**src/rtl/twmbe_pkg.sv**
```systemverilog
// package: constants and types shared by the two-wire master byte engine
package twmbe_pkg;

   // -------------------------------------------------------------------
   // timebase
   // -------------------------------------------------------------------
   localparam int CLK_MHZ    = 25;       // system clock rate
   localparam int PERIPH_MHZ = 16;       // reference rate of the prescaler
   localparam int PRE_W      = 8;        // prescaler field width
   localparam int ACC_W      = 6;
   // fractional stepping turns 25 MHz into an average 16 MHz tick
   localparam logic [ACC_W-1:0] ACC_STEP  = ACC_W'(PERIPH_MHZ);
   localparam logic [ACC_W-1:0] ACC_MOD   = ACC_W'(CLK_MHZ);
   localparam logic [ACC_W-1:0] ACC_RESET = 6'h00;

   // -------------------------------------------------------------------
   // bit framing: five prescaled phases per serial clock period
   // -------------------------------------------------------------------
   localparam logic [2:0] PH_FIRST = 3'h0;
   localparam logic [2:0] PH_DATA  = 3'h1;   // data line may change
   localparam logic [2:0] PH_HIGH  = 3'h3;   // clock released from here
   localparam logic [2:0] PH_LAST  = 3'h4;
   localparam logic [2:0] BIT_MSB  = 3'h7;
   localparam logic [2:0] BIT_LSB  = 3'h0;
   localparam logic [7:0] BYTE_RESET = 8'h00;

   // -------------------------------------------------------------------
   // command word and engine states
   // -------------------------------------------------------------------
   typedef struct packed {
      logic start;
      logic stop;
      logic write;
      logic read;
      logic nack;      // answer a read byte with not-acknowledge
   } twmbe_cmd_t;

   localparam twmbe_cmd_t CMD_NONE = '0;

   typedef enum logic [2:0] {
      ST_IDLE,     // bus released
      ST_HOLD,     // bus owned, clock held low between commands
      ST_START,
      ST_BIT,
      ST_ACK,
      ST_STOP
   } twmbe_state_t;

endpackage

```
**src/rtl/twmbe_sync.sv**
```systemverilog
// two flip-flop synchroniser for asynchronous pin levels
`timescale 1ns/1ns
module twmbe_sync
   import twmbe_pkg::*;
#(
   parameter int W = 1
)(
   input  wire logic         clock_in,
   input  wire logic         rstn_in,
   input  wire logic [W-1:0] d_in,
   output logic      [W-1:0] q_out
);

   logic [W-1:0] meta_r;
   logic [W-1:0] meta_nxt;
   logic [W-1:0] q_nxt;

   // released lines idle high, so reset to ones
   always_comb begin
      meta_nxt = d_in;
      q_nxt    = meta_r;
   end

   always_ff @(posedge clock_in) begin
      if (!rstn_in) begin
         meta_r <= '1;
         q_out  <= '1;
      end else begin
         meta_r <= meta_nxt;
         q_out  <= q_nxt;
      end
   end

endmodule

```
**src/rtl/twmbe_top.sv**
```systemverilog
// two-wire bus master byte engine: staged buffer, commands, line drive
`timescale 1ns/1ns
module twmbe_top
   import twmbe_pkg::*;
(
   input  wire logic             clock_in,
   input  wire logic             rstn_in,
   input  wire logic             master_en_in,
   input  wire logic             slave_en_in,
   input  wire logic             irq_en_in,
   input  wire logic             irq_ack_in,
   input  wire logic [PRE_W-1:0] prescale_in,
   input  wire logic             stage_target_address_in,
   input  wire logic [6:0]       target_addr_in,
   input  wire logic             target_read_in,
   input  wire logic             stage_tx_byte_in,
   input  wire logic [7:0]       tx_byte_in,
   input  wire logic             issue_bus_command_in,
   input  wire twmbe_cmd_t       bus_cmd_in,
   input  wire logic             scl_in,
   input  wire logic             sda_in,
   output logic                  scl_out,
   output logic                  scl_oe_out,
   output logic                  sda_out,
   output logic                  sda_oe_out,
   output logic [7:0]            fetch_rx_byte_out,
   output twmbe_cmd_t            cmd_pending_out,
   output logic                  busy_out,
   output logic                  read_nack_status_out,
   output logic                  read_arb_lost_status_out,
   output logic                  serial_port_irq_source_out
);

   // -------------------------------------------------------------------
   // pin synchronisers
   // -------------------------------------------------------------------
   logic [1:0] pins_s;
   logic       scl_s;
   logic       sda_s;

   twmbe_sync #(.W(2)) u_sync (
      .clock_in (clock_in),
      .rstn_in  (rstn_in),
      .d_in     ({scl_in, sda_in}),
      .q_out    (pins_s)
   );
   assign scl_s = pins_s[1];
   assign sda_s = pins_s[0];

   // -------------------------------------------------------------------
   // state
   // -------------------------------------------------------------------
   twmbe_state_t     st_r,  st_nxt;
   twmbe_cmd_t       cmd_r, cmd_nxt;
   logic [ACC_W-1:0] acc_r, acc_nxt;
   logic [PRE_W-1:0] pre_r, pre_nxt;
   logic [2:0]       ph_r,  ph_nxt;
   logic [2:0]       bit_r, bit_nxt;
   logic [7:0]       sh_r,  sh_nxt;
   logic [7:0]       txb_r, txb_nxt;
   logic [7:0]       rx_r,  rx_nxt;
   logic             wr_r,  wr_nxt;
   logic             nack_r, nack_nxt;
   logic             arb_r, arb_nxt;
   logic             irq_r, irq_nxt;
   logic             scl_oe_r, scl_oe_nxt;
   logic             sda_oe_r, sda_oe_nxt;
   logic             tick16, ph_tick, adv, stretch;
   logic             active, idle_ok, take, done, arb_evt;

   assign active  = master_en_in & ~slave_en_in;
   assign idle_ok = (st_r == ST_IDLE) || (st_r == ST_HOLD);
   assign take    = issue_bus_command_in & active & idle_ok;

   // -------------------------------------------------------------------
   // timebase: average 16 MHz tick, divided by prescale+1 per phase
   // -------------------------------------------------------------------
   // a slave holding the clock low stretches the high phase; with tiny
   // prescale values the pin synchroniser latency eats into phase 3
   always_comb begin
      tick16  = 1'b0;
      ph_tick = 1'b0;
      acc_nxt = acc_r + ACC_STEP;
      if (acc_nxt >= ACC_MOD) begin
         acc_nxt = acc_nxt - ACC_MOD;
         tick16  = 1'b1;
      end
      pre_nxt = pre_r;
      if (idle_ok) begin
         pre_nxt = '0;
      end else if (tick16) begin
         if (pre_r == prescale_in) begin
            pre_nxt = '0;
            ph_tick = 1'b1;
         end else begin
            pre_nxt = pre_r + 1'b1;
         end
      end
      stretch = (ph_r == PH_HIGH) && !scl_oe_r && !scl_s;
      adv     = ph_tick & ~stretch;
   end

   always_ff @(posedge clock_in) begin
      if (!rstn_in) begin
         acc_r <= ACC_RESET;
         pre_r <= '0;
      end else begin
         acc_r <= acc_nxt;
         pre_r <= pre_nxt;
      end
   end

   // -------------------------------------------------------------------
   // byte engine
   // -------------------------------------------------------------------
   always_comb begin
      st_nxt   = st_r;
      cmd_nxt  = cmd_r;
      ph_nxt   = ph_r;
      bit_nxt  = bit_r;
      sh_nxt   = sh_r;
      txb_nxt  = txb_r;
      rx_nxt   = rx_r;
      wr_nxt   = wr_r;
      nack_nxt = nack_r;
      arb_nxt  = arb_r;
      done     = 1'b0;
      arb_evt  = 1'b0;
      // staging only fills the buffer; ignored while a byte is moving
      if (idle_ok && stage_target_address_in) begin
         txb_nxt = {target_addr_in, target_read_in};
      end else if (idle_ok && stage_tx_byte_in) begin
         txb_nxt = tx_byte_in;
      end
      if (take) begin
         cmd_nxt = bus_cmd_in;
         arb_nxt = 1'b0;
         ph_nxt  = PH_FIRST;
         bit_nxt = BIT_MSB;
         sh_nxt  = txb_r;
         wr_nxt  = ~bus_cmd_in.read;
         if (bus_cmd_in.start) begin
            st_nxt = ST_START;
         end else if (bus_cmd_in.write || bus_cmd_in.read) begin
            st_nxt = ST_BIT;
         end else if (bus_cmd_in.stop && st_r == ST_HOLD) begin
            st_nxt = ST_STOP;
         end else begin
            cmd_nxt = CMD_NONE;
         end
      end else if (adv) begin
         ph_nxt = (ph_r == PH_LAST) ? PH_FIRST : ph_r + 1'b1;
         if (ph_r == PH_LAST) begin
            case (st_r)
               ST_START: begin
                  st_nxt = ST_BIT;
               end
               ST_BIT: begin
                  sh_nxt = {sh_r[6:0], sda_s};
                  if (wr_r && !sda_oe_r && !sda_s) begin
                     st_nxt  = ST_IDLE;
                     cmd_nxt = CMD_NONE;
                     arb_nxt = 1'b1;
                     arb_evt = 1'b1;
                  end else if (bit_r == BIT_LSB) begin
                     st_nxt = ST_ACK;
                  end else begin
                     bit_nxt = bit_r - 1'b1;
                  end
               end
               ST_ACK: begin
                  if (wr_r) begin
                     nack_nxt = sda_s;
                  end else begin
                     rx_nxt = sh_r;
                  end
                  if (cmd_r.stop) begin
                     st_nxt = ST_STOP;
                  end else begin
                     st_nxt  = ST_HOLD;
                     cmd_nxt = CMD_NONE;
                     done    = 1'b1;
                  end
               end
               ST_STOP: begin
                  st_nxt  = ST_IDLE;
                  cmd_nxt = CMD_NONE;
                  done    = 1'b1;
               end
               default: begin
                  st_nxt = st_r;
               end
            endcase
         end
      end
      if (!active) begin
         st_nxt  = ST_IDLE;
         cmd_nxt = CMD_NONE;
      end
   end

   // -------------------------------------------------------------------
   // line drive, status and interrupt
   // -------------------------------------------------------------------
   // data only moves one phase after the clock falls, so no edge of the
   // data line can look like a start or stop by accident, except when active drops mid-transfer and both lines are released in the same cycle
   always_comb begin
      scl_oe_nxt = 1'b0;
      sda_oe_nxt = 1'b0;
      case (st_nxt == ST_IDLE ? ST_IDLE : st_r)
         ST_IDLE: begin
            scl_oe_nxt = 1'b0;
            sda_oe_nxt = 1'b0;
         end
         ST_HOLD: begin
            scl_oe_nxt = 1'b1;
            sda_oe_nxt = sda_oe_r;
         end
         ST_START: begin
            scl_oe_nxt = (ph_r == PH_FIRST) ? scl_oe_r : 1'b0;
            sda_oe_nxt = (ph_r >= PH_HIGH);
         end
         ST_BIT: begin
            scl_oe_nxt = (ph_r < PH_HIGH);
            sda_oe_nxt = (ph_r == PH_FIRST) ? sda_oe_r
                                            : (wr_r & ~sh_r[7]);
         end
         ST_ACK: begin
            scl_oe_nxt = (ph_r < PH_HIGH);
            sda_oe_nxt = (ph_r == PH_FIRST) ? sda_oe_r
                                            : (~wr_r & ~cmd_r.nack);
         end
         ST_STOP: begin
            scl_oe_nxt = (ph_r < PH_HIGH);
            sda_oe_nxt = (ph_r == PH_FIRST) ? sda_oe_r
                                            : (ph_r < PH_LAST);
         end
         default: begin
            scl_oe_nxt = 1'b0;
            sda_oe_nxt = 1'b0;
         end
      endcase
      // a new event wins over an acknowledge in the same cycle
      irq_nxt = irq_r & ~irq_ack_in;
      if (irq_en_in && (done || arb_evt)) begin
         irq_nxt = 1'b1;
      end
   end

   always_ff @(posedge clock_in) begin
      if (!rstn_in) begin
         st_r     <= ST_IDLE;
         cmd_r    <= CMD_NONE;
         ph_r     <= PH_FIRST;
         bit_r    <= BIT_MSB;
         sh_r     <= BYTE_RESET;
         txb_r    <= BYTE_RESET;
         rx_r     <= BYTE_RESET;
         wr_r     <= 1'b1;
         nack_r   <= 1'b0;
         arb_r    <= 1'b0;
         irq_r    <= 1'b0;
         scl_oe_r <= 1'b0;
         sda_oe_r <= 1'b0;
         busy_out <= 1'b0;
      end else begin
         st_r     <= st_nxt;
         cmd_r    <= cmd_nxt;
         ph_r     <= ph_nxt;
         bit_r    <= bit_nxt;
         sh_r     <= sh_nxt;
         txb_r    <= txb_nxt;
         rx_r     <= rx_nxt;
         wr_r     <= wr_nxt;
         nack_r   <= nack_nxt;
         arb_r    <= arb_nxt;
         irq_r    <= irq_nxt;
         scl_oe_r <= scl_oe_nxt;
         sda_oe_r <= sda_oe_nxt;
         busy_out <= (st_nxt != ST_IDLE) && (st_nxt != ST_HOLD);
      end
   end

   // open-drain: the driven level is always low
   assign scl_out                    = 1'b0;
   assign sda_out                    = 1'b0;
   assign scl_oe_out                 = scl_oe_r;
   assign sda_oe_out                 = sda_oe_r;
   assign fetch_rx_byte_out          = rx_r;
   assign cmd_pending_out            = cmd_r;
   assign read_nack_status_out       = nack_r;
   assign read_arb_lost_status_out   = arb_r;
   assign serial_port_irq_source_out = irq_r;
endmodule

```
**config.mk**
```make
export PLATFORM = sky130hd
export DESIGN_NAME = twmbe_top
export DESIGN_NICKNAME = d
export VERILOG_FILES = /design/src/rtl/twmbe_pkg.sv /design/src/rtl/twmbe_sync.sv /design/src/rtl/twmbe_top.sv
export SDC_FILE = /design/constraint.sdc
export NUM_CORES = 1
export LEC_CHECK = 0
export BUFFER_PORTS_ARGS = -buffer_cell sky130_fd_sc_hd__clkbuf_2
export CORE_MARGIN = 2
export CORE_UTILIZATION = 60
export CTS_BUF_LIST = sky130_fd_sc_hd__clkbuf_4 sky130_fd_sc_hd__clkbuf_8
export CTS_CLUSTER_DIAMETER = 120
export DETAILED_ROUTE_END_ITERATION = 8
export PLACE_DENSITY = 0.86
export SYNTH_ARGS = -nofsm -noshare
export SYNTH_HDL_FRONTEND = slang
export SYNTH_SLANG_ARGS = --single-unit
```
**constraint.sdc**
```tcl
create_clock -name clock_in -period 3.7 [get_ports clock_in]
set_input_delay 0.37 -clock clock_in [delete_from_list [all_inputs] [get_ports clock_in]]
set_output_delay 0.37 -clock clock_in [all_outputs]
set_load 0.1 [all_outputs]
```
* After elaboration in Yosys (flattened, before gate mapping) *
Index checks and enable logic that the tools add are counted.

operators by class
  add/sub/neg operators = 5
  order comparisons = 4
  equality and inequality tests = 20
  muxes and demuxes = 51
  bitwise gates (word level) = 19
  reduce and logical (&&, ||, !) cells = 38

operators with widths
  kind                                                 count
  2-to-1 mux 8 bit                                     7
  2-to-1 mux 3 bit                                     12
  2-to-1 mux 5 bit                                     6
  AND reduction 5 bit                                  4
  2-to-1 mux 1 bit                                     18
  equality test 3 x 2 -> 1 bit, second input constant  5
  equality test 3 bit, second input constant           5
  one-hot mux 5 bit (3 select lines)                   1
  zero test 3 bit                                      4
  NOT 1 bit                                            12
  one-hot mux 3 bit (4 select lines)                   1
  AND reduction 4 bit                                  3
  logical AND 1 bit                                    9
  adder 8 x 1 -> 8 bit, second input constant          1
  equality test 8 bit                                  1
  2-to-1 mux 4 bit                                     2
  inequality test 2 bit, second input constant         4
  nonzero test 2 bit                                   4
  AND 1 bit                                            7
  adder 6 x 5 -> 6 bit, second input constant          1
  equality test 3 x 1 -> 1 bit, second input constant  2
  >= comparator 6 x 5 -> 1 bit, second input constant  1
  2-to-1 mux 6 bit                                     1
  inequality test 3 bit, second input constant         2
  other kinds (18)                                     24

word-level totals
  register bits after elaboration = 63
  logic and storage cells = 159

* Longest topological paths before layout *
Gate-level depths: netlist (run 1).

  depth in word-level cells = 14
  mapped depth = 10

* Modules after synthesis *
A second synthesis (run 1) with hierarchy kept.

unflattened totals
  cell total of the unflattened synthesis = 374
  area total of the unflattened synthesis = 3305.7 µm²

by module, submodules not included
  module      instances  cells each  area each (µm²)  seq. area each (µm²)
  twmbe_top   1          366         3200.6           1181.1
  twmbe_sync  1          8           105.1            80.1

* Least setup slack after synthesis (run 1) *
Ideal clock, no wire load.

  path type = register to register
  start point = register scl_oe_r, in the netlist scl_oe_out
  end point = register sh_r[2]
  library setup time = 0.132 ns
  arrival = 2.459 ns
  slack = 1.109 ns
  cell stages (with the launch flop) = 8
  cell sequence = dfxtp_1 -> nor3_1 -> or3_1 -> clkbuf_1 -> nor3_4 -> buf_4 -> mux2i_1 -> a21oi_1

between the ends
  word-level cells in the longest chain between the ends = 7

RTL lines
  what                                  line              RTL
  start, declared                       twmbe_top.sv:66   logic scl_oe_r, scl_oe_nxt;
  start signal, assigned                twmbe_top.sv:278  scl_oe_r <= scl_oe_nxt;
  zero test 1 bit                       twmbe_top.sv:99   stretch = (ph_r == PH_HIGH) && !scl_oe_r && !scl_s;
  logical AND 1 bit (2 in a row)        twmbe_top.sv:99
  NOT 1 bit                             twmbe_top.sv:100  adv = ph_tick & ~stretch;
  AND 1 bit                             twmbe_top.sv:100
  nonzero test 2 bit (no source line)   n/a
  AND reduction 3 bit (no source line)  n/a
  end signal, assigned                  twmbe_top.sv:271  sh_r <= sh_nxt;
  end, declared                         twmbe_top.sv:59   logic [7:0] sh_r, sh_nxt;

No other way between the ends.
A chain may end at the register's enable or synchronous reset.

* Worst setup path after layout (run 1) *
  start point = register st_r[2]
  end point = register scl_oe_r, in the netlist scl_oe_out

between the ends
  word-level cells in the longest chain between the ends = 12
  elaborated cells between the ends (all ways) = 31

RTL lines
  what                                                                 line                                RTL
  start, declared                                                      twmbe_top.sv:53                     twmbe_state_t st_r, st_nxt;
  start signal, assigned                                               twmbe_top.sv:267                    st_r <= st_nxt;
  2-to-1 mux 3 bit, or another cell as far along                       twmbe_top.sv:165                    end else if (bit_r == BIT_LSB) begin
  2-to-1 mux 3 bit, or another cell as far along                       twmbe_top.sv:160                    if (wr_r && !sda_oe_r && !sda_s) begin
  one-hot mux 3 bit (4 select lines), or another cell as far along     twmbe_top.sv:154                    case (st_r)
  2-to-1 mux 3 bit, or another cell as far along                       twmbe_top.sv:153                    if (ph_r == PH_LAST) begin
  2-to-1 mux 3 bit, on equally long branches                           twmbe_top.sv:151, twmbe_top.sv:142
  2-to-1 mux 3 bit                                                     twmbe_top.sv:135                    if (take) begin
  2-to-1 mux 3 bit                                                     twmbe_top.sv:196                    if (!active) begin
  zero test 3 bit                                                      twmbe_top.sv:210                    case (st_nxt == ST_IDLE ? ST_IDLE : st_r)
  2-to-1 mux 3 bit *                                                   twmbe_top.sv:210
  equality test 3 bit or equality test 3 x 2 -> 1 bit (tied branches)  twmbe_top.sv:210
  OR reduction 3 bit (no source line)                                  n/a
  one-hot mux 1 bit (3 select lines)                                   twmbe_top.sv:210

Every way passes the cells marked *; elsewhere a longest branch is shown, timed or not.

==> run summary, run 1 <==
HP Class - input pin to flop
Fin Hold WS - 0.2079 ns
Top FF cell, synth - dfxtp_1
total congestion overflow - 0
CP Class - flop to flop
Die ar. - 5893 sq um
first-pass GRT wire length - 11670 microns
Worst VDD drop - 0.3885 mV
Via density - 5.630
row count - 26
CTS Buf Count - 9
Post-synth EDFFs - 0
final hold vios - 0
period utilization - 0.7241
Worst Path Required - 3.97 ns
detailed-route via count - 2770
reg-to-reg startpoint - st_r[2]
ANT cells - 0
Hold Path Depth - 2
worst reg-to-reg path cell count - 6
max_cap viols - 0
fmax - 373.3 MHz
TNS Setup - 0 ns
Setup crit start kind - flop
hold path start - scl_in
switching fraction of total power - 0.2804
cts repair resizes - 0
CTS tree - yes
initial antenna violation count - 0
critical-path maximum fanout - 23
I/O Buffers - 58
HPWL Detailed - 5134 microns
crit path from - st_r[2]
skew final - 0.006464 ns
Post-Syn Area - 3177 sq um
Pwr Total - 1569 uW
DRC Markers - 0
CTS Buffer Depth - 2
share of synthesized flip-flops with an asynchronous set or reset - 0
latest clock arrival within the worst-skew pair - 0.34 ns
Yosys reg bits - 63
hold endpoint - u_sync.meta_r[1]
Net Sw Power - 440.1 uW
Root Buffer - clkbuf_8
internal power - 1129 uW
PwrDens - 429.1 nW/um^2
Layout Area Growth over Synthesis - 15.12%
GRT Util Overall - 0.2481
Final #Nets - 467
Starting Density - 0.6220
worst rel slew slack - 0.4638
Die Span X - 76.77 microns
Die Span Y - 76.77 microns
Comb pwr share - 0.186
unrepaired setup endpoints after global routing - no
wire length per cell - 14.24 microns
Ys Warns - 0
CTS Hold Buffers Added - 0
Sequential Power Share - 0.477
drt initial violations - 340
ratio of cells with drive above 1 in the final layout - 0.2038
outcome - finished clean
Setup crit end kind - flop
count of different cell masters after synthesis - 52
Core ar. - 5107 sq um
Max Slew Vio Count - 0
Detailed Route WL - 7007 microns
I/O pin cnt - 61
power share of the clock group - 0.337
vias in the first global route - 2557
post-layout util - 0.7161
Final Setup Violations - 0
1st-pass router iterations - 5
reg2reg end - scl_oe_out
CP arrival - 2.95 ns
Reg clk slew, reported paths - 0.06 ns
clock sink count - 63
ANT nets after route - 0
flop-to-flop setup slack - 1.02 ns
gp weighted congestion - 0.8760
Worst-Margin Slew - 0.8034 ns
largest net degree at the start of global routing - 25
Syn Inst Count - 365
sequential area share after synthesis - 0.3970
fin crit period - 2.679 ns
Mean Syn Cell Area - 8.704 sq um
post-CTS setup buffers - 0
static leakage - 0.001537 uW
H-tree Lvls - 3
-- placed cells by master, fill, tap and decap left out, drive strengths merged, types with 4 or more instances in the layout --
| master | n |
|---|---|
| a211oi | 7 |
| a21oi | 33 |
| a32o | 4 |
| and2 | 4 |
| and3 | 7 |
| clkbuf | 72 |
| dfxtp | 63 |
| ha | 9 |
| inv | 14 |
| mux2i | 24 |
| nand2 | 24 |
| nand2b | 13 |
| nand3 | 9 |
| nor2 | 41 |
| nor2b | 5 |
| nor3 | 13 |
| o21ai | 20 |
| xnor2 | 6 |
| xor2 | 14 |
-- final cells by class --
type,instances,area (sq um)
fillers,413,1450
flip-flops and latches,63,1261
clock inverters,1,5.005
multi-input cells,271,1785
inverters,14,52.55
well taps,70,87.58
clock buffers,14,167.7
repair buffers,59,297.8
-- critical path, cell delays in order, from the launching register on --
cell and delay [ns]:
dfxtp_1 0.49, nor3b_1 0.58, nand2_1 0.55, o221a_2 0.42, a31oi_1 0.22, nor3_1 0.14
a21oi_1 0.20
-- how the worst max path moves through the flow --
stage,cells past startpoint,slack (ns),end
global placement,6,1.20,fetch_rx_byte_out[2]
detailed placement,6,1.08,fetch_rx_byte_out[7]
floorplan,7,1.11,sh_r[2]
finish,6,1.02,scl_oe_out
CTS,6,1.08,fetch_rx_byte_out[7]
global route,6,0.78,scl_oe_out
-- registers in the layout, indices dropped and copies added (netlist names) --
| name | cells |
|---|---|
| fetch_rx_byte_out | 8 |
| pre_r | 8 |
| sh_r | 8 |
| txb_r | 8 |
| acc_r | 6 |
| cmd_pending_out | 5 |
| bit_r | 3 |
| ph_r | 3 |
| st_r | 3 |
| u_sync.meta_r | 2 |
| u_sync.q_out | 2 |
| busy_out | 1 |
| read_arb_lost_status_out | 1 |
| read_nack_status_out | 1 |
| scl_oe_out | 1 |
| sda_oe_out | 1 |
| serial_port_irq_source_out | 1 |
| wr_r | 1 |
-- cell usage after synthesis, types with 4 or more instances --
| cell type | n | area share |
|---|---|---|
| dfxtp_1 | 63 | 0.40 |
| nor2_1 | 40 | 0.047 |
| a21oi_1 | 32 | 0.050 |
| mux2i_1 | 24 | 0.076 |
| nand2_1 | 24 | 0.028 |
| o21ai_0 | 20 | 0.032 |
| inv_1 | 14 | 0.017 |
| xor2_1 | 14 | 0.039 |
| nand2b_1 | 13 | 0.026 |
| clkbuf_1 | 11 | 0.013 |
| nor3_1 | 10 | 0.016 |
| ha_1 | 9 | 0.035 |
| nand3_1 | 8 | 0.013 |
| a211oi_1 | 7 | 0.017 |
| and3_1 | 6 | 0.012 |
| xnor2_1 | 6 | 0.017 |
| nor2b_1 | 5 | 0.0098 |
| a32o_1 | 4 | 0.013 |
| and2_1 | 4 | 0.0079 |
-- metal layers --
layer  wire (microns)  global-route usage  up-vias
li1                 -                   -     1382
met1             2895              0.2963     1284
met2             3510              0.4228       84
met3              393             0.04706       20
met4              207              0.1291        0
met5                0                   0        -
-- power groups by stage --
stage / Sequential [uW] / Clock (uW) / Combinational (uW)
finish: 749 / 529 / 292
global route: 753 / 567 / 326
CTS: 749 / 540 / 294
detailed placement: 764 / 0 / 289
global placement: 761 / 0 / 280
floorplan: 759 / 0 / 218
-- per-stage QoR --
stage	cells	worst slack (ns)	instance area (sq um)
finish	492	1.021	3657
global route	492	0.7755	3657
CTS	492	1.075	3657
detailed placement	477	1.084	3485
global placement	477	1.204	3485
floorplan	366	1.109	3181
-- cell families after synthesis --
group | after synthesis | share of synthesized area
xor+xnor | 20 | 0.05514
flops | 63 | 0.3970
buf+inv | 32 | 0.04214
mux | 24 | 0.07562
other cells | 1 | 0.001180
compound gates | 84 | 0.1639
fa+ha+maj | 9 | 0.03545
simple gates | 132 | 0.2296
(Power assumes the default switching activity.)
==> inputs of run 2 (changes only) <==
- CORE_UTILIZATION: 60 -> 57
- PLACE_DENSITY: 0.86 -> 0.82
- clock period: 3.7 -> 2.69 ns (I/O delays scaled with it)
==> run 2 against run 1 <==
  * Sequential cell count did not move
  * Sequential power rose by 38%
  * Design area rose by 2.6%
  * Fmax rose by 8.2%
  * Sequential share of layout area fell by 0.87 points
  * Wire length rose by 0.46%
  * Power rose by 43%
  * Critical path depth rose by 2
  * Critical endpoint is now ph_r[2]
  * Largest power group unchanged
==> run summary, run 2 (synthesis gave the netlist of run 1 again) <==
flop-to-flop setup slack - 0.21 ns (was 1.02 ns)
Max Slew Vio Count - 0 (unchanged)
Sequential Power Share - 0.457 (was 0.477)
Hold Path Depth - 2 (unchanged)
I/O pin cnt - 61 (unchanged)
first-pass GRT wire length - 11830 microns (was 11670 microns)
Die Span X - 78.66 microns (was 76.77 microns)
final hold vios - 0 (unchanged)
ratio of cells with drive above 1 in the final layout - 0.2204 (was 0.2038)
Via density - 5.569 (was 5.630)
1st-pass router iterations - 4 (was 5)
reg2reg end - ph_r[2] (was scl_oe_out)
skew final - 0.01101 ns (was 0.006464 ns)
CTS Buffer Depth - 2 (unchanged)
I/O Buffers - 58 (unchanged)
initial antenna violation count - 0 (unchanged)
Worst-Margin Slew - 0.5580 ns (was 0.8034 ns)
hold endpoint - u_sync.meta_r[0] (was u_sync.meta_r[1])
GRT Util Overall - 0.2429 (was 0.2481)
setup ws final - 0.2142 ns (was 1.021 ns)
Core ar. - 5439 sq um (was 5107 sq um)
cell count after placement - 488 (was 477)
latest clock arrival within the worst-skew pair - 0.34 ns (about the same)
Net Sw Power - 619.5 uW (was 440.1 uW)
setup slack at placement - 0.1797 ns (was 1.084 ns)
PwrDens - 600.0 nW/um^2 (was 429.1 nW/um^2)
max_cap viols - 0 (unchanged)
power share of the clock group - 0.361 (was 0.337)
wire length per cell - 13.99 microns (was 14.24 microns)
Starting Density - 0.5841 (was 0.6220)
unrepaired setup endpoints after global routing - no (unchanged)
Die ar. - 6187 sq um (was 5893 sq um)
outcome - finished clean (unchanged)
static leakage - 0.001592 uW (was 0.001537 uW)
CTS tree - yes (unchanged)
H-tree Lvls - 3 (unchanged)
clock sink count - 63 (unchanged)
row count - 27 (was 26)
CTS Hold Buffers Added - 0 (unchanged)
hold path start - sda_in (was scl_in)
internal power - 1632 uW (was 1129 uW)
ANT cells - 0 (unchanged)
period utilization - 0.9204 (was 0.7241)
CP arrival - 2.74 ns (was 2.95 ns)
fmax - 403.9 MHz (was 373.3 MHz)
Final Setup Violations - 0 (unchanged)
CP Class - flop to flop (unchanged)
Fin Hold WS - 0.1248 ns (was 0.2079 ns)
DRC Markers - 0 (unchanged)
vias in the first global route - 2626 (was 2557)
largest net degree at the start of global routing - 24 (was 25)
switching fraction of total power - 0.2751 (was 0.2804)
Setup crit end kind - flop (unchanged)
worst rel slew slack - 0.6271 (was 0.4638)
total congestion overflow - 0 (unchanged)
Root Buffer - clkbuf_8 (unchanged)
Comb pwr share - 0.183 (was 0.186)
Detailed Route WL - 7039 microns (was 7007 microns)
commonest cells after routing, fill and taps aside - 63 x dfxtp_1, 58 x clkbuf_2, 40 x nor2_1 (unchanged)
gp weighted congestion - 0.8825 (was 0.8760)
post-CTS setup buffers - 0 (unchanged)
cts repair resizes - 0 (unchanged)
Worst Path Required - 2.96 ns (was 3.97 ns)
Reg clk slew, reported paths - 0.07 ns (was 0.06 ns)
Setup crit start kind - flop (unchanged)
Die Span Y - 78.66 microns (was 76.77 microns)
TNS Setup - 0 ns (unchanged)
detailed-route via count - 2801 (was 2770)
commonest non-fill, non-tap cell in the layout - dfxtp_1 (unchanged)
HPWL Detailed - 5216 microns (was 5134 microns)
CTS Buf Count - 9 (unchanged)
worst reg-to-reg path cell count - 8 (was 6)
ANT nets after route - 0 (unchanged)
Layout Area Growth over Synthesis - 18.12% (was 15.12%)
Worst VDD drop - 0.5595 mV (was 0.3885 mV)
HP Class - input pin to flop (unchanged)
fillers - 446 (was 413)
Non-Filler Instances - 503 (was 492)
reg-to-reg startpoint - acc_r[4] (was st_r[2])
fin crit period - 2.476 ns (was 2.679 ns)
Final #Nets - 476 (was 467)
critical-path maximum fanout - 8 (was 23)
drt initial violations - 250 (was 340)
==> run 2: changes by cell type in the layout (fill, tap and decap cells not counted) <==
| cell | delta |
|---|---|
| bufinv_16 | +1 |
| clkbuf_8 | +1 |
| a2111oi_1 | +1 |
| a2111oi_0 | -1 |
| clkinv_2 | +2 |
| buf_4 | +9 |
| clkbuf_4 | -4 |
==> run 2: layout make-up <==
| class | instances | area, sq um | area share |
|---|---|---|---|
| Multi-Input combinational cell | 271 | 1787 | 0.4762 |
| Timing Repair Buffer | 68 | 365.4 | 0.09737 |
| Sequential cell | 63 | 1261 | 0.3361 |
| Clock buffer | 11 | 151.4 | 0.04035 |
| Tap cell | 72 | 90.09 | 0.02401 |
| Inverter | 14 | 52.55 | 0.01400 |
| Clock inverter | 4 | 45.04 | 0.01200 |
==> run 2: metrics by stage <==
| step | total power, uW | utilization | instance area [sq um] |
|---|---|---|---|
| floorplan | 1345 | - | 3181 |
| global placement | 1441 | 0.6536 | 3555 |
| detailed placement | 1460 | 0.6536 | 3555 |
| CTS | 2269 | 0.6897 | 3751 |
| global route | 2361 | 0.6899 | 3752 |
| finish | 2252 | 0.6899 | 3752 |
==> run 2: layer usage <==
layer | vias up | wire, microns | track usage
li1 | 1407 | - | -
met5 | - | 0 | 0
met1 | 1288 | 3043 | 0.3035
met4 | 0 | 89 | 0.1158
met2 | 99 | 3505 | 0.3949
met3 | 7 | 400 | 0.05632
==> run 2: how the worst max path moves through the flow <==
stage | to | start | slack [ns]
2_1_floorplan | sh_r[2] | scl_oe_out | 0.1
5_1_grt | fetch_rx_byte_out[7] | acc_r[4] | 0.1
3_3_place_gp | ph_r[2] | acc_r[4] | 0.35
6_report | ph_r[2] | acc_r[4] | 0.21
4_1_cts | scl_oe_out | acc_r[4] | 0.16
3_5_place_dp | scl_oe_out | acc_r[4] | 0.18
==> run 2: worst max-delay path, stage by stage (launching register included) <==
cell and delay [ns]:
dfxtp_1 0.38, inv_1 0.07, ha_1 0.33, a21oi_1 0.07
nor2_1 0.41, nand3_4 0.21, or3_4 0.43, or3b_1 0.37
a21oi_2 0.13
==> run 2: power by group through the flow <==
stage / clock network, uW / registers, uW / logic, uW
after floorplan: 0 / 1040 / 300
after global placement: 0 / 1050 / 394
after detailed placement: 0 / 1050 / 411
after CTS: 828 / 1030 / 413
after global routing: 869 / 1030 / 457
final: 812 / 1030 / 411
==> inputs of run 3 (changes only) <==
--- a/config.mk
+++ b/config.mk
@@ -12,4 +12,5 @@
 export CTS_CLUSTER_DIAMETER = 120
 export DETAILED_ROUTE_END_ITERATION = 8
+export GPL_TIMING_DRIVEN = 1
 export PLACE_DENSITY = 0.82
 export SYNTH_ARGS = -nofsm -noshare
==> constraint.sdc (replaced) <==
create_clock -name clock_in -period 2.69 [get_ports clock_in]
set_input_delay 0.538 -clock clock_in [delete_from_list [all_inputs] [get_ports clock_in]]
set_output_delay 0.538 -clock clock_in [all_outputs]
set_load 0.1 [all_outputs]
==> run 3 against run 2 <==
  * Critical path type unchanged
  * Critical path depth is the same
  * Combinational power grew 3%
  * Critical endpoint is now pre_r[6]
  * First-iteration DRC count shrank 25%
  * Setup slack improved by 0.035 ns
  * Fmax grew 1.4%
  * Clock skew fell by 0.00071 ns
  * Power increased by 5.2%
  * Design area up 0.97%
  * Sequential cell count is the same
  * Sequential share of layout area shrank 0.32 points
  * Cell count increased by 0.40%
  * Register-to-register slack improved by 0.03 ns
  * Largest power group unchanged
==> run summary, run 3 (synthesis gave the netlist of run 1 again) <==
hold path start - sda_in (unchanged)
Worst-Margin Slew - 0.5809 ns (was 0.5580 ns)
gp weighted congestion - 0.8785 (was 0.8825)
Largest delay share family, worst path - simple AND/OR/NAND/NOR gates (unchanged)
hold endpoint - u_sync.meta_r[0] (unchanged)
initial antenna violation count - 0 (unchanged)
CTS Hold Buffers Added - 0 (unchanged)
detailed-route via count - 2786 (was 2801)
Die ar. - 6187 sq um (unchanged)
Hold Path Depth - 2 (unchanged)
crit path buf inv count - 2 (was 1)
CTS tree - yes (unchanged)
final hold vios - 0 (unchanged)
worst reg-to-reg path cell count - 8 (unchanged)
Die Span X - 78.66 microns (unchanged)
Die Span Y - 78.66 microns (unchanged)
DRC Markers - 0 (unchanged)
H-tree Lvls - 3 (unchanged)
met2 WL - 3397 microns (was 3505 microns)
post-CTS setup buffers - 0 (unchanged)
Worst path slowest cell - or3_1 (was or3_4)
met1 wire length - 3110 microns (was 3043 microns)
switching fraction of total power - 0.2742 (was 0.2751)
Sequential Power Share - 0.434 (was 0.457)
cts repair resizes - 0 (unchanged)
latest clock arrival within the worst-skew pair - 0.34 ns (about the same)
Detailed Route WL - 6920 microns (was 7039 microns)
commonest non-fill, non-tap cell in the layout - dfxtp_1 (unchanged)
Non-Filler Instances - 505 (was 503)
fin crit period - 2.441 ns (was 2.476 ns)
post-layout util - 0.6966 (was 0.6899)
total congestion overflow - 0 (unchanged)
met3 WL - 295 microns (was 400 microns)
wire length per cell - 13.70 microns (was 13.99 microns)
Final Setup Violations - 0 (unchanged)
PwrDens - 625.3 nW/um^2 (was 600.0 nW/um^2)
outcome - finished clean (unchanged)
Layout Area Growth over Synthesis - 19.26% (was 18.12%)
Max Slew Vio Count - 0 (unchanged)
Worst VDD drop - 0.5217 mV (was 0.5595 mV)
Starting Density - 0.5841 (unchanged)
reg2reg end - pre_r[6] (was ph_r[2])
HPWL Detailed - 5043 microns (was 5216 microns)
ANT cells - 0 (unchanged)
max_cap viols - 0 (unchanged)
CP arrival - 2.71 ns (was 2.74 ns)
commonest cells after routing, fill and taps aside - 63 x dfxtp_1, 58 x clkbuf_2, 40 x nor2_1 (unchanged)
Setup crit start kind - flop (unchanged)
fillers - 434 (was 446)
I/O Buffers - 58 (unchanged)
Via density - 5.517 (was 5.569)
ANT nets after route - 0 (unchanged)
reg-to-reg startpoint - acc_r[4] (unchanged)
CTS Buf Count - 9 (unchanged)
GRT Util Overall - 0.2333 (was 0.2429)
Net Sw Power - 649.6 uW (was 619.5 uW)
crit-path max cell delay - 0.45 ns (was 0.43 ns)
drt initial violations - 188 (was 250)
Reg clk slew, reported paths - 0.07 ns (about the same)
power share of the clock group - 0.387 (was 0.361)
critical-path maximum fanout - 8 (unchanged)
worst rel slew slack - 0.6027 (was 0.6271)
cell count after placement - 490 (was 488)
largest net degree at the start of global routing - 24 (unchanged)
Comb pwr share - 0.179 (was 0.183)
Core ar. - 5439 sq um (unchanged)
ratio of cells with drive above 1 in the final layout - 0.2240 (was 0.2204)
skew final - 0.01030 ns (was 0.01101 ns)
static leakage - 0.001606 uW (was 0.001592 uW)
internal power - 1719 uW (was 1632 uW)
unrepaired setup endpoints after global routing - no (unchanged)
flop-to-flop setup slack - 0.25 ns (was 0.21 ns)
Worst Path Required - 2.96 ns (about the same)
HP Class - input pin to flop (unchanged)
CTS Buffer Depth - 2 (unchanged)
CP Class - flop to flop (unchanged)
Final #Nets - 478 (was 476)
DR top layer - met4 (unchanged)
first-pass GRT wire length - 11520 microns (was 11830 microns)
row count - 27 (unchanged)
TNS Setup - 0 ns (unchanged)
Root Buffer - clkbuf_8 (unchanged)
I/O pin cnt - 61 (unchanged)
CP most frequent cell - nor2_1
1st-pass router iterations - 5 (was 4)
clock sink count - 63 (unchanged)
period utilization - 0.9074 (was 0.9204)
fmax - 409.7 MHz (was 403.9 MHz)
crit-path cells - inv_1, ha_1, nor4b_1, nor2_1, buf_4, and3_2, or3_1, nor2_1 (was inv_1, ha_1, a21oi_1, nor2_1, nand3_4, or3_4, or3b_1, a21oi_2)
Setup crit end kind - flop (unchanged)
vias in the first global route - 2616 (was 2626)
[run 3: changes by cell type in the layout (fill, tap and decap cells not counted), sizes merged]
cell      change
clkinvlp      +1
buf           +2
clkbuf        -1
bufinv        +1
inv           +1
clkinv        -2
[run 3: worst max path at each step]
stage	from	endpoint	slack, ns	cells after the start
2_1_floorplan	scl_oe_out	sh_r[2]	0.1	7
3_3_place_gp	acc_r[4]	pre_r[4]	0.36	8
3_5_place_dp	prescale_in[4]	ph_r[2]	0.28	7
4_1_cts	acc_r[4]	pre_r[6]	0.24	8
5_1_grt	acc_r[4]	pre_r[1]	0.07	8
6_report	acc_r[4]	pre_r[6]	0.25	8
[run 3: routing by layer]
layer  GRT usage  up-vias
met3     0.03448       11
met1      0.2964     1288
li1            -     1405
met5           0        -
met2      0.4000       82
met4     0.08596        0
[run 3: power groups by stage]
stage               Sequential [uW]  Combinational, uW  Clock [uW]
finish                         1030                423         917
global route                   1040                469         957
CTS                            1030                425         924
detailed placement             1050                418           0
global placement               1050                406           0
floorplan                      1040                300           0
[run 3: final cells by class]
cell class	count	area (sq um)	area share
inverters	14	52.55	0.01387
flip-flops and latches	63	1261	0.3329
clock inverters	5	81.33	0.02147
multi-input cells	271	1785	0.4713
clock buffers	10	137.6	0.03633
repair buffers	70	380.4	0.1004
well taps	72	90.09	0.02378
[run 3: worst register-to-register path, cell delays in order (launching register included)]
cell	delay, ns
dfxtp_1	0.38
inv_1	0.06
ha_1	0.34
nor4b_1	0.40
nor2_1	0.16
buf_4	0.19
and3_2	0.24
or3_1	0.45
nor2_1	0.16
[run 3: through the flow]
stage               worst slack (ns)  power [uW]  area [sq um]  hold WS, ns
floorplan                    0.09915        1345          3181       0.3863
global placement              0.3576        1452          3570       0.3951
detailed placement            0.2849        1467          3570       0.4021
CTS                           0.2394        2377          3789       0.3737
global route                 0.07182        2462          3789       0.3800
finish                        0.2491        2369          3789       0.3768
